`config.mk`:
```
export PLATFORM = sky130hd
export DESIGN_NAME = atc_timer
export DESIGN_NICKNAME = d
export VERILOG_FILES = /design/src/inc/atc_pkg.sv /design/src/verilog/atc_timer.sv
export VERILOG_INCLUDE_DIRS = /design/src /design/src/inc
export SDC_FILE = /design/constraint.sdc
export NUM_CORES = 1
export LEC_CHECK = 0
export ABC_CLOCK_PERIOD_IN_PS = 6900
export BUFFER_PORTS_ARGS = -buffer_cell sky130_fd_sc_hd__buf_2
export CORE_AREA = 2 2 205 207
export DETAILED_ROUTE_END_ITERATION = 16
export DIE_AREA = 0 0 207 209
export PLACE_DENSITY = 0.83
export SLEW_MARGIN = 20
export SYNTH_ARGS = -nofsm -noshare
export SYNTH_HDL_FRONTEND = slang
export SYNTH_SLANG_ARGS = --single-unit
```
`constraint.sdc`:
```
create_clock -name pclk -period 6.9 [get_ports pclk]
set_clock_uncertainty 0.15 [all_clocks]
set_input_delay 1.38 -clock pclk [delete_from_list [all_inputs] [get_ports pclk]]
set_output_delay 1.38 -clock pclk [all_outputs]
set_load 0.01 [all_outputs]
```
`src/inc/atc_defines.svh`:
```
/*
  Register offsets, field positions, reset values and mode codes of the
  four-channel timer core. Assumes byte addresses on an APB bus with 32-bit data.
*/
`ifndef ATC_DEFINES_SVH
`define ATC_DEFINES_SVH

// ----------------------------------------------------------------------------
// Register offsets
// ----------------------------------------------------------------------------
`define ATC_CTL      8'h00
`define ATC_INTF     8'h04
`define ATC_INTEN    8'h08
`define ATC_SWEVG    8'h0c
`define ATC_CNT      8'h10
`define ATC_PSC      8'h14
`define ATC_CAR      8'h18
`define ATC_REPETITION_VALUE     8'h1c
`define ATC_CHCTL_HI 4'h2
`define ATC_CHCV_HI  4'h3

// ----------------------------------------------------------------------------
// Fields and reset values
// ----------------------------------------------------------------------------
`define ATC_CC_MS    1:0
`define ATC_CC_CMP   4:2
`define ATC_CC_SEN   5
`define ATC_CC_POL   6
`define ATC_CC_EN    7
`define ATC_CC_FLT   11:8
`define ATC_CC_ICP   13:12
`define ATC_CC_XOR   14
`define ATC_CAR_RST  16'hffff

// ----------------------------------------------------------------------------
// Channel mode select and compare mode codes
// ----------------------------------------------------------------------------
`define ATC_MS_OUT   2'h0
`define ATC_MS_OWN   2'h1
`define ATC_MS_NBR   2'h2
`define ATC_MS_TRG   2'h3
`define ATC_OC_HOLD  3'h0
`define ATC_OC_SET   3'h1
`define ATC_OC_CLR   3'h2
`define ATC_OC_TGL   3'h3
`define ATC_OC_FLO   3'h4
`define ATC_OC_FHI   3'h5
`define ATC_OC_PWM0  3'h6
`define ATC_OC_PWM1  3'h7

`endif

```
`src/inc/atc_pkg.sv`:
```
/*
  Types of the timer core: the whole register state as one packed struct.
  Assumes the constants of atc_defines.svh.
*/
package atc_pkg;

  typedef struct packed {
    logic [15:0]       cnt;
    logic [15:0]       psc_cnt;
    logic [15:0]       psc_act;
    logic [15:0]       psc_pend;
    logic [15:0]       car_act;
    logic [15:0]       car_pend;
    logic [7:0]        rep_cnt;
    logic [7:0]        rep_act;
    logic [7:0]        rep_pend;
    logic              counter_enable;
    logic              update_disable;
    logic              dir;
    logic [1:0]        center_align_select;
    logic              uif;
    logic              uie;
    logic              upd;
    logic [3:0]        chf;
    logic [3:0]        chof;
    logic [3:0]        chie;
    logic [3:0]        chde;
    logic [3:0][15:0]  cv_act;
    logic [3:0][15:0]  cv_pend;
    logic [3:0][14:0]  chctl;
    logic [4:0]        sy1;
    logic [4:0]        sy2;
    logic              itr_d;
    logic [3:0]        flt_lvl;
    logic [3:0][3:0]   flt_cnt;
    logic [3:0][2:0]   icp_cnt;
    logic [3:0]        prep;
    logic [3:0]        dma;
    logic [31:0]       prdata;
  } atc_state_t;

endpackage : atc_pkg

```
`src/verilog/atc_timer.sv`:
```
/*
  Four-channel timer core: 16-bit counter (up, down, center-aligned),
  repetition-controlled update events, shadow reload, input capture, output
  compare and PWM prepare signals, with APB register access.
  Assumes a single clock pclk, channel pins asynchronous to it, and a
  complementary output stage downstream of channel_prepare_signal.
*/
// The APB slave port and the address map were chosen for this implementation.
`timescale 1ns/1ps
`include "atc_defines.svh"

// What this block does
// - Down mode counts from auto-reload to 0, reloads, flags underflow.
// - Update event only after repetition value plus one overflows or underflows.
// - Down mode software update loads auto-reload and makes update event.
// - Update disable blocks updates; updates copy repetition, reload, prescaler shadows.
// - Center mode counts 0 up to auto-reload then back down to 0.
// - Center mode overflow at reload minus one going up, underflow at one down.
// - Direction bit read-only in center mode, shows current direction.
// - Center mode software update clears counter and makes update event.
// - Update flag set on the update event that overflows and underflows produce in center mode.
// - Repetition counter decrements on each overflow and underflow.
// - Software update reloads the repetition counter.
// - New repetition value acts from next update event only.
// - Selected input edge captures counter, sets channel flag, requests interrupt.
// - Input synchronised, filtered, edge-detected by polarity; pin or XOR of three.
// - Capture source own, neighbour or trigger; prescaler merges input events.
// - Input mode channels ignore software writes to channel value.
// - Capture while channel flag set also sets over-capture flag.
// - Requests gated by enables; software generate bit requests directly.
// - Compare match sets, clears or toggles prepare signal and sets flag.
// - Compare codes 110 and 111 select the two PWM modes.
// - Edge PWM period from reload; center PWM twice reload and value.
// - Up mode, value above reload: PWM0 always inactive, PWM1 always active.
// - Up mode counts 0 to auto-reload, restarts at 0, flags overflow.
// - Prescaler divides 1 to 65536; new value acts at next update.
module atc_timer
  import atc_pkg::*;
#(
  parameter int NUM_CH = 4,
  parameter int CNT_W  = 16,
  parameter int REP_W  = 8
)
(
  input  wire logic        pclk,
  input  wire logic        presetn,
  input  wire logic        psel,
  input  wire logic        penable,
  input  wire logic        pwrite,
  input  wire logic [7:0]  paddr,
  input  wire logic [31:0] pwdata,
  output logic [31:0]      prdata,
  output logic             pready,
  output logic             pslverr,
  input  wire logic [3:0]  ch_in,
  input  wire logic        int_trigger,
  output logic [3:0]       channel_prepare_signal,
  output logic [3:0]       ch_int_req,
  output logic [3:0]       ch_dma_req,
  output logic             upd_int_req,
  output logic             update_event
);

  localparam atc_state_t RST = '{car_act: `ATC_CAR_RST, car_pend: `ATC_CAR_RST, default: '0};

  // --------------------------------------------------------------------------
  // Elaboration checks
  // --------------------------------------------------------------------------
  // The state struct fixes these sizes; other values cannot be served
  if (NUM_CH != 4)
  begin : g_bad_num_ch
    $error("atc_timer: NUM_CH must be 4");
  end
  if (CNT_W != 16)
  begin : g_bad_cnt_w
    $error("atc_timer: CNT_W must be 16");
  end
  if (REP_W != 8)
  begin : g_bad_rep_w
    $error("atc_timer: REP_W must be 8");
  end

  atc_state_t s;
  atc_state_t n;
  logic        wr;
  logic        hit;
  logic        sw_update_generate;
  logic        tick;
  logic        center;
  logic        ovf;
  logic        unf;
  logic        upd_hw;
  logic        upd;
  logic        itr_rise;
  logic [3:0]  raw;
  logic [3:0]  rise;
  logic [3:0]  fall;
  logic [3:0]  sel_ev;
  logic [3:0]  cap;
  logic [3:0]  cmpm;
  logic [3:0]  chg;
  logic [2:0]  icp_lim;
  logic [31:0] rdv;

  // --------------------------------------------------------------------------
  // Bus decode
  // --------------------------------------------------------------------------
  assign hit     = (paddr[1:0] == 2'h0) && (paddr[7:4] <= `ATC_CHCV_HI);
  assign pready  = 1'b1;
  assign pslverr = psel & penable & ~hit;
  assign wr      = psel & penable & pwrite & hit;
  assign sw_update_generate     = wr && (paddr == `ATC_SWEVG) && pwdata[0];
  assign chg     = (wr && (paddr == `ATC_SWEVG)) ? pwdata[4:1] : 4'h0;

  always_comb
  begin
    rdv = 32'h0;
    if (paddr[7:4] == `ATC_CHCTL_HI)
      rdv = {17'h0, s.chctl[paddr[3:2]]};
    else if (paddr[7:4] == `ATC_CHCV_HI)
      rdv = {16'h0, s.cv_pend[paddr[3:2]]};
    else
      case (paddr)
        `ATC_CTL:   rdv = {25'h0, s.center_align_select, s.dir, 2'h0, s.update_disable, s.counter_enable};
        `ATC_INTF:  rdv = {19'h0, s.chof, 4'h0, s.chf, s.uif};
        `ATC_INTEN: rdv = {19'h0, s.chde, 4'h0, s.chie, s.uie};
        `ATC_CNT:   rdv = {16'h0, s.cnt};
        `ATC_PSC:   rdv = {16'h0, s.psc_pend};
        `ATC_CAR:   rdv = {16'h0, s.car_pend};
        `ATC_REPETITION_VALUE:  rdv = {24'h0, s.rep_pend};
        default:    rdv = 32'h0;
      endcase
  end

  // --------------------------------------------------------------------------
  // Next state
  // --------------------------------------------------------------------------
  always_comb
  begin
    n        = s;
    ovf      = 1'b0;
    unf      = 1'b0;
    upd_hw   = 1'b0;
    raw      = 4'h0;
    rise     = 4'h0;
    fall     = 4'h0;
    sel_ev   = 4'h0;
    cap      = 4'h0;
    cmpm     = 4'h0;
    icp_lim  = 3'h0;
    center   = (s.center_align_select != 2'h0);
    itr_rise = s.sy2[4] & ~s.itr_d;
    n.upd    = 1'b0;

    // Read data is latched in the setup cycle so it stands through the access phase
    if (psel && !penable && !pwrite)
      n.prdata = rdv;

    // Configuration writes; flags clear by writing zero
    if (wr)
      case (paddr)
        `ATC_CTL:
        begin
          n.counter_enable   = pwdata[0];
          n.update_disable = pwdata[1];
          n.center_align_select   = pwdata[6:5];
          if (!center && pwdata[6:5] == 2'h0)
            n.dir = pwdata[4];
        end
        `ATC_INTF:
        begin
          n.uif  = s.uif & pwdata[0];
          n.chf  = s.chf & pwdata[4:1];
          n.chof = s.chof & pwdata[12:9];
        end
        `ATC_INTEN:
        begin
          n.uie  = pwdata[0];
          n.chie = pwdata[4:1];
          n.chde = pwdata[12:9];
        end
        `ATC_PSC:  n.psc_pend = pwdata[15:0];
        `ATC_CAR:  n.car_pend = pwdata[15:0];
        `ATC_REPETITION_VALUE: n.rep_pend = pwdata[7:0];
        default:   n.counter_enable = n.counter_enable;
      endcase

    // Prescaler and counter
    tick = s.counter_enable && (s.psc_cnt == s.psc_act);
    if (s.counter_enable)
      n.psc_cnt = tick ? 16'h0 : s.psc_cnt + 16'h1;
    if (tick)
    begin
      if (center)
      begin
        if (s.dir)
        begin
          if (s.cnt == 16'h1)
          begin
            n.cnt = 16'h0;
            n.dir = 1'b0;
            unf   = 1'b1;
          end
          else
            n.cnt = s.cnt - 16'h1;
        end
        else if (s.cnt == s.car_act - 16'h1)
        begin
          n.cnt = s.car_act;
          n.dir = 1'b1;
          ovf   = 1'b1;
        end
        else
          n.cnt = s.cnt + 16'h1;
      end
      else if (s.dir)
      begin
        if (s.cnt == 16'h0)
        begin
          n.cnt = s.car_act;
          unf   = 1'b1;
        end
        else
          n.cnt = s.cnt - 16'h1;
      end
      else if (s.cnt == s.car_act)
      begin
        n.cnt = 16'h0;
        ovf   = 1'b1;
      end
      else
        n.cnt = s.cnt + 16'h1;
    end

    // Repetition and update events
    if (ovf || unf)
    begin
      if (s.rep_cnt == 8'h0)
      begin
        upd_hw    = 1'b1;
        n.rep_cnt = s.rep_act;
      end
      else
        n.rep_cnt = s.rep_cnt - 8'h1;
    end
    // Update disable also swallows software updates; the counter still reloads
    upd = (upd_hw || sw_update_generate) && !s.update_disable;
    if (sw_update_generate)
    begin
      n.rep_cnt = s.rep_pend;
      n.psc_cnt = 16'h0;
      n.cnt     = (!center && s.dir) ? s.car_pend : 16'h0;
      if (center)
        n.dir = 1'b0;
    end
    if (upd)
    begin
      n.car_act = s.car_pend;
      n.psc_act = s.psc_pend;
      n.rep_act = s.rep_pend;
      n.rep_cnt = s.rep_pend;
      n.uif     = 1'b1;
      n.upd     = 1'b1;
    end
    if (wr && paddr == `ATC_CNT)
      n.cnt = pwdata[15:0];

    // Channel input stage
    n.sy1   = {int_trigger, ch_in};
    n.sy2   = s.sy1;
    n.itr_d = s.sy2[4];
    for (int i = 0; i < NUM_CH; i++)
    begin
      raw[i] = s.chctl[i][`ATC_CC_XOR] ? ^s.sy2[2:0] : s.sy2[i];
      // Filter follows only after capture_filter+1 differing samples
      if (raw[i] == s.flt_lvl[i])
        n.flt_cnt[i] = 4'h0;
      else if (s.flt_cnt[i] >= s.chctl[i][`ATC_CC_FLT])
      begin
        n.flt_lvl[i] = raw[i];
        n.flt_cnt[i] = 4'h0;
      end
      else
        n.flt_cnt[i] = s.flt_cnt[i] + 4'h1;
      rise[i] = n.flt_lvl[i] & ~s.flt_lvl[i];
      fall[i] = ~n.flt_lvl[i] & s.flt_lvl[i];
    end

    // Channel capture, compare and requests
    for (int i = 0; i < NUM_CH; i++)
    begin
      if (wr && paddr[7:4] == `ATC_CHCTL_HI && paddr[3:2] == 2'(i))
        n.chctl[i] = pwdata[14:0];
      case (s.chctl[i][`ATC_CC_MS])
        `ATC_MS_OWN: sel_ev[i] = s.chctl[i][`ATC_CC_POL] ? fall[i] : rise[i];
        `ATC_MS_NBR: sel_ev[i] = s.chctl[i][`ATC_CC_POL] ? fall[i ^ 1] : rise[i ^ 1];
        `ATC_MS_TRG: sel_ev[i] = itr_rise;
        default:     sel_ev[i] = 1'b0;
      endcase
      icp_lim = (3'h1 << s.chctl[i][`ATC_CC_ICP]) - 3'h1;
      if (sel_ev[i] && s.chctl[i][`ATC_CC_EN])
      begin
        if (s.icp_cnt[i] == icp_lim)
        begin
          cap[i]       = 1'b1;
          n.icp_cnt[i] = 3'h0;
        end
        else
          n.icp_cnt[i] = s.icp_cnt[i] + 3'h1;
      end
      if (wr && paddr[7:4] == `ATC_CHCV_HI && paddr[3:2] == 2'(i)
          && s.chctl[i][`ATC_CC_MS] == `ATC_MS_OUT)
      begin
        n.cv_pend[i] = pwdata[15:0];
        if (!s.chctl[i][`ATC_CC_SEN])
          n.cv_act[i] = pwdata[15:0];
      end
      if (upd && s.chctl[i][`ATC_CC_SEN])
        n.cv_act[i] = s.cv_pend[i];
      if (cap[i])
      begin
        n.cv_act[i]  = s.cnt;
        n.cv_pend[i] = s.cnt;
      end
      if (s.chctl[i][`ATC_CC_MS] == `ATC_MS_OUT)
      begin
        // Match on the value the tick produces, so each counter step flags once
        cmpm[i] = tick && (n.cnt == s.cv_act[i]);
        case (s.chctl[i][`ATC_CC_CMP])
          `ATC_OC_SET:  n.prep[i] = s.prep[i] | cmpm[i];
          `ATC_OC_CLR:  n.prep[i] = s.prep[i] & ~cmpm[i];
          `ATC_OC_TGL:  n.prep[i] = s.prep[i] ^ cmpm[i];
          `ATC_OC_FLO:  n.prep[i] = 1'b0;
          `ATC_OC_FHI:  n.prep[i] = 1'b1;
          `ATC_OC_PWM0: n.prep[i] = (n.cnt >= s.cv_act[i]);
          `ATC_OC_PWM1: n.prep[i] = (n.cnt < s.cv_act[i]);
          default:      n.prep[i] = s.prep[i];
        endcase
      end
      // Hardware sets come last so they win over a clear written in the same cycle
      if (cap[i] && s.chf[i])
        n.chof[i] = 1'b1;
      if (cap[i] || cmpm[i] || chg[i])
        n.chf[i] = 1'b1;
      n.dma[i] = (cap[i] || cmpm[i] || chg[i]) && s.chde[i];
    end
  end

  // --------------------------------------------------------------------------
  // State register
  // --------------------------------------------------------------------------
  // All state resets at once; only the reload registers leave reset nonzero
  always_ff @(posedge pclk or negedge presetn)
  begin
    if (!presetn)
      s <= RST;
    else
      s <= n;
  end

  // --------------------------------------------------------------------------
  // Outputs
  // --------------------------------------------------------------------------
  assign prdata                 = s.prdata;
  assign channel_prepare_signal = s.prep;
  assign ch_int_req             = s.chf & s.chie;
  assign ch_dma_req             = s.dma;
  assign upd_int_req            = s.uif & s.uie;
  assign update_event           = s.upd;

endmodule : atc_timer

```
==> results.toml <==
[sta]
upper_clock_frequency_limit_mhz = 152
maxSlewHeadroom_pct = 21.5
fin_ws_ps = 341
finalWorstPathRequiredPeriod_ps = 6560
post-route-period-util_pct = 95.1
totalNegativeSetupSlack_ps = 0
maxSlewViolCount = 0
max_slew.worst_pin.slew_ps = 1170
timing_hold_violations_final = 0
report.final.setup_viol = 0
setup_repair_after_global_routing_missed_its_margin = "false"

[worst_hold_path]
worst_hold_path_type = "reg -> reg"
hold_path.startpoint = "n[73]"
timing.hold.worst_path_depth = 0
hold-path-endpoint = "s[73]"

[setup_path]
timing.critical_path.slowest_stage_cell = "sky130_fd_sc_hd__or4b_1"
cp-end-kind = "flip-flop"
critical_path.reg2reg.endpoint = "channel_prepare_signal[0]"
setup.reg_to_reg.worst_slack_ps = 340
timing.critical_path.required_ps = 7230
worst-path-max-fanout = 6
most_prevalent_standard_cell_on_the_critical_path = "sky130_fd_sc_hd__ha_1"
rr_worst_depth = 25
crit_path_start_kind = "flip-flop"
critPathKind = "reg -> reg"
r2r-start = "s[336]"
crit_arrival_ps = 6890
max_stage_delay_ps = 580

[clock_network]
numCtsBuffers = 44
worstSkewPairLatency_ps = 600
deepest_clock_path_buffer_count = 3
cts.htree.levels = 2
clk_transition_reported_paths_ps = 70
clk_root_buffer_cell = "sky130_fd_sc_hd__clkbuf_16"
cts.repair_timing.setup_buffer_count = 0
post_cts_hold_buffer_count = 0
tritoncts = "done"
cts_repair_resize_count = 0
cts_num_sinks = 399

[floorplanning]
num_rows = 75
top_level_ports = 98
die_h_um = 209
start_util_pct = 58.8
core_region_area_um2 = 41300
die_area_um2 = 43300
floorplan.die.width_um = 207

[placed_design]
placed_wire_length_estimate_after_detailed_placement_mm = 55.4
preCtsSetupSlack_ps = 318
portBuffers = 64
replace_congestion = 1.03

[drt]
num_vias = 21400
dr.pass1.iters = 7
drt-initial-drc-count = 3047
drt_via_density = 6.90
ant_nets = 0
drt_drc_violations_left = 0
wire_per_inst_um = 25.8
postRouteWirelength_mm = 79.9

[synthesis]
synthAdderAreaFrac_pct = 5.31
top_cell_types_by_occurrence_after_synthesis = "sky130_fd_sc_hd__dfrtp_1, sky130_fd_sc_hd__nand2_1, sky130_fd_sc_hd__nor2_1"
post-synth-top-count-cell = "sky130_fd_sc_hd__dfrtp_1"
netlist_top_cells_area = "sky130_fd_sc_hd__dfrtp_1, sky130_fd_sc_hd__mux2_2, sky130_fd_sc_hd__ha_1"
synth.yosys.seq_area_share_pct = 41.3
syn_avg_cell_area_um2 = 9.61
synth_flop_cell = "sky130_fd_sc_hd__dfrtp_1"
synth_top_family_by_area = "compound AO/OA/AOI/OAI gates"
synth.lib_cells_used.distinct = 82
synth_compound_area_share_pct = 17.7
synth_top_area_share_pct = 37.8
mappedNetlistArea_um2 = 24300
synth_largest_area_cell = "sky130_fd_sc_hd__dfrtp_1"
synth_simple_gate_area_share_pct = 14.7
ys_seq_elements = 399
synthesized_instance_count = 2527
synth_edf_count = 0
post_synth_xor_area_fraction_pct = 3.58
async_reset_ff_share_pct = 100
yosys-mux-area-fraction_pct = 11.5
synth_warnings = 0

[power_and_ir_drop]
ir_worst_vdd_mv = 0.189
total_power_density_per_cell_area_nw_per_um2 = 195
cellLeakagePower_nw = 12.1

[global_route]
grt_usage_pct = 36.3
gr-usage-met3_pct = 7.91
vias_in_the_first_global_route = 21100
grt_antenna_before_repair = 1
final_global_route_overflow_total = 0
grt_start_max_net_pins = 169
use_met1_pct = 47.0
grtUsageMet2_pct = 56.7
grt_pass1_wl_mm = 122
grt_most_used_layer = "met2"

[finish]
area_growth_syn_to_layout_pct = 9.44
final_layout_size_suffix_gt1_share_pct = 17.9
diodes = 0
final_net_count = 2678
fillerInstances = 3127

[run]
cap_violations = 0

[status]
run_status = "finished clean"
==> state kept, by name, summed over array words and instances, names as in the netlist <==
register,cells
s,368
prdata,16
n,6
ch_dma_req,4
channel_prepare_signal,4
update_event,1
==> where the power goes <==
part / internal, mW / switching [mW]
registers: 2.38 / 0.0350
logic: 0.0956 / 0.207
clock network: 1.43 / 1.03
total: 3.90 / 1.27
==> cell families (layout without fill, tap and decap cells) <==
group           Yosys count  count (layout)
xor+xnor                 96              96
other cells               2              17
mux                     221             221
compound gates          603             603
flops                   399             399
buf+inv                 330             348
simple gates            773             773
fa+ha+maj               103             103
==> critical path: cells and delay by family (launching register included) <==
kind	cells	cell delay (ps)
buffers and inverters	4	580
AOI/OAI and AO/OA	9	1660
and+or+nand+nor	9	3050
adders and majority gates	3	610
DFF	1	400
==> layer usage <==
metal,up-vias,routed length [um]
met5,-,0
met4,0,4950
met3,327,8980
met2,1449,36200
met1,10500,29700
li1,9130,-
==> worst max path at each step <==
| stage | start | endpoint | slack (ps) | cells after the start |
|---|---|---|---|---|
| after CTS | s[336] | channel_prepare_signal[2] | 450 | 25 |
| final | s[336] | channel_prepare_signal[0] | 340 | 25 |
| after global placement | paddr[1] | channel_prepare_signal[3] | 380 | 24 |
| after global routing | s[336] | channel_prepare_signal[3] | 40 | 26 |
| after detailed placement | paddr[1] | channel_prepare_signal[3] | 320 | 24 |
| after floorplan | paddr[1] | channel_prepare_signal[3] | 410 | 25 |
==> metrics by stage <==
stage / hold WS [ps] / cell area (um2) / power (mW) / cells / util, %
detailed placement: 185 / 25100 / 2.75 / 3018 / 60.7
CTS: 198 / 26600 / 5.16 / 3099 / 64.3
global placement: 181 / 25100 / 2.74 / 3018 / 60.7
finish: 196 / 26600 / 5.17 / 3099 / 64.3
floorplan: 181 / 24300 / 2.62 / 2542 / -
global route: 215 / 26600 / 5.29 / 3099 / 64.3
==> area by class of cell <==
type | instances | area (um2) | area share, %
clock buffer | 68 | 1310 | 4.94
clock inverter | 13 | 175 | 0.659
inverter | 115 | 432 | 1.62
multi-input combinational | 1813 | 12900 | 48.7
sequential | 399 | 10000 | 37.7
tap | 539 | 674 | 2.54
timing repair buffer | 152 | 1020 | 3.82
==> layout by cell type, fill, tap and decap left out, types with 48 or more instances in the layout <==
master and n:
sky130_fd_sc_hd__dfrtp_1 367, sky130_fd_sc_hd__o2bb2ai_1 48, sky130_fd_sc_hd__a21oi_1 74, sky130_fd_sc_hd__nand2_1 287, sky130_fd_sc_hd__ha_1 103, sky130_fd_sc_hd__a31oi_1 79
sky130_fd_sc_hd__buf_2 63, sky130_fd_sc_hd__o21ai_0 117, sky130_fd_sc_hd__nand3_1 49, sky130_fd_sc_hd__buf_4 86, sky130_fd_sc_hd__xnor2_1 48, sky130_fd_sc_hd__nor2_1 204
sky130_fd_sc_hd__mux2_2 146, sky130_fd_sc_hd__inv_1 115
Note: power is estimated with default switching activity, not from simulation.
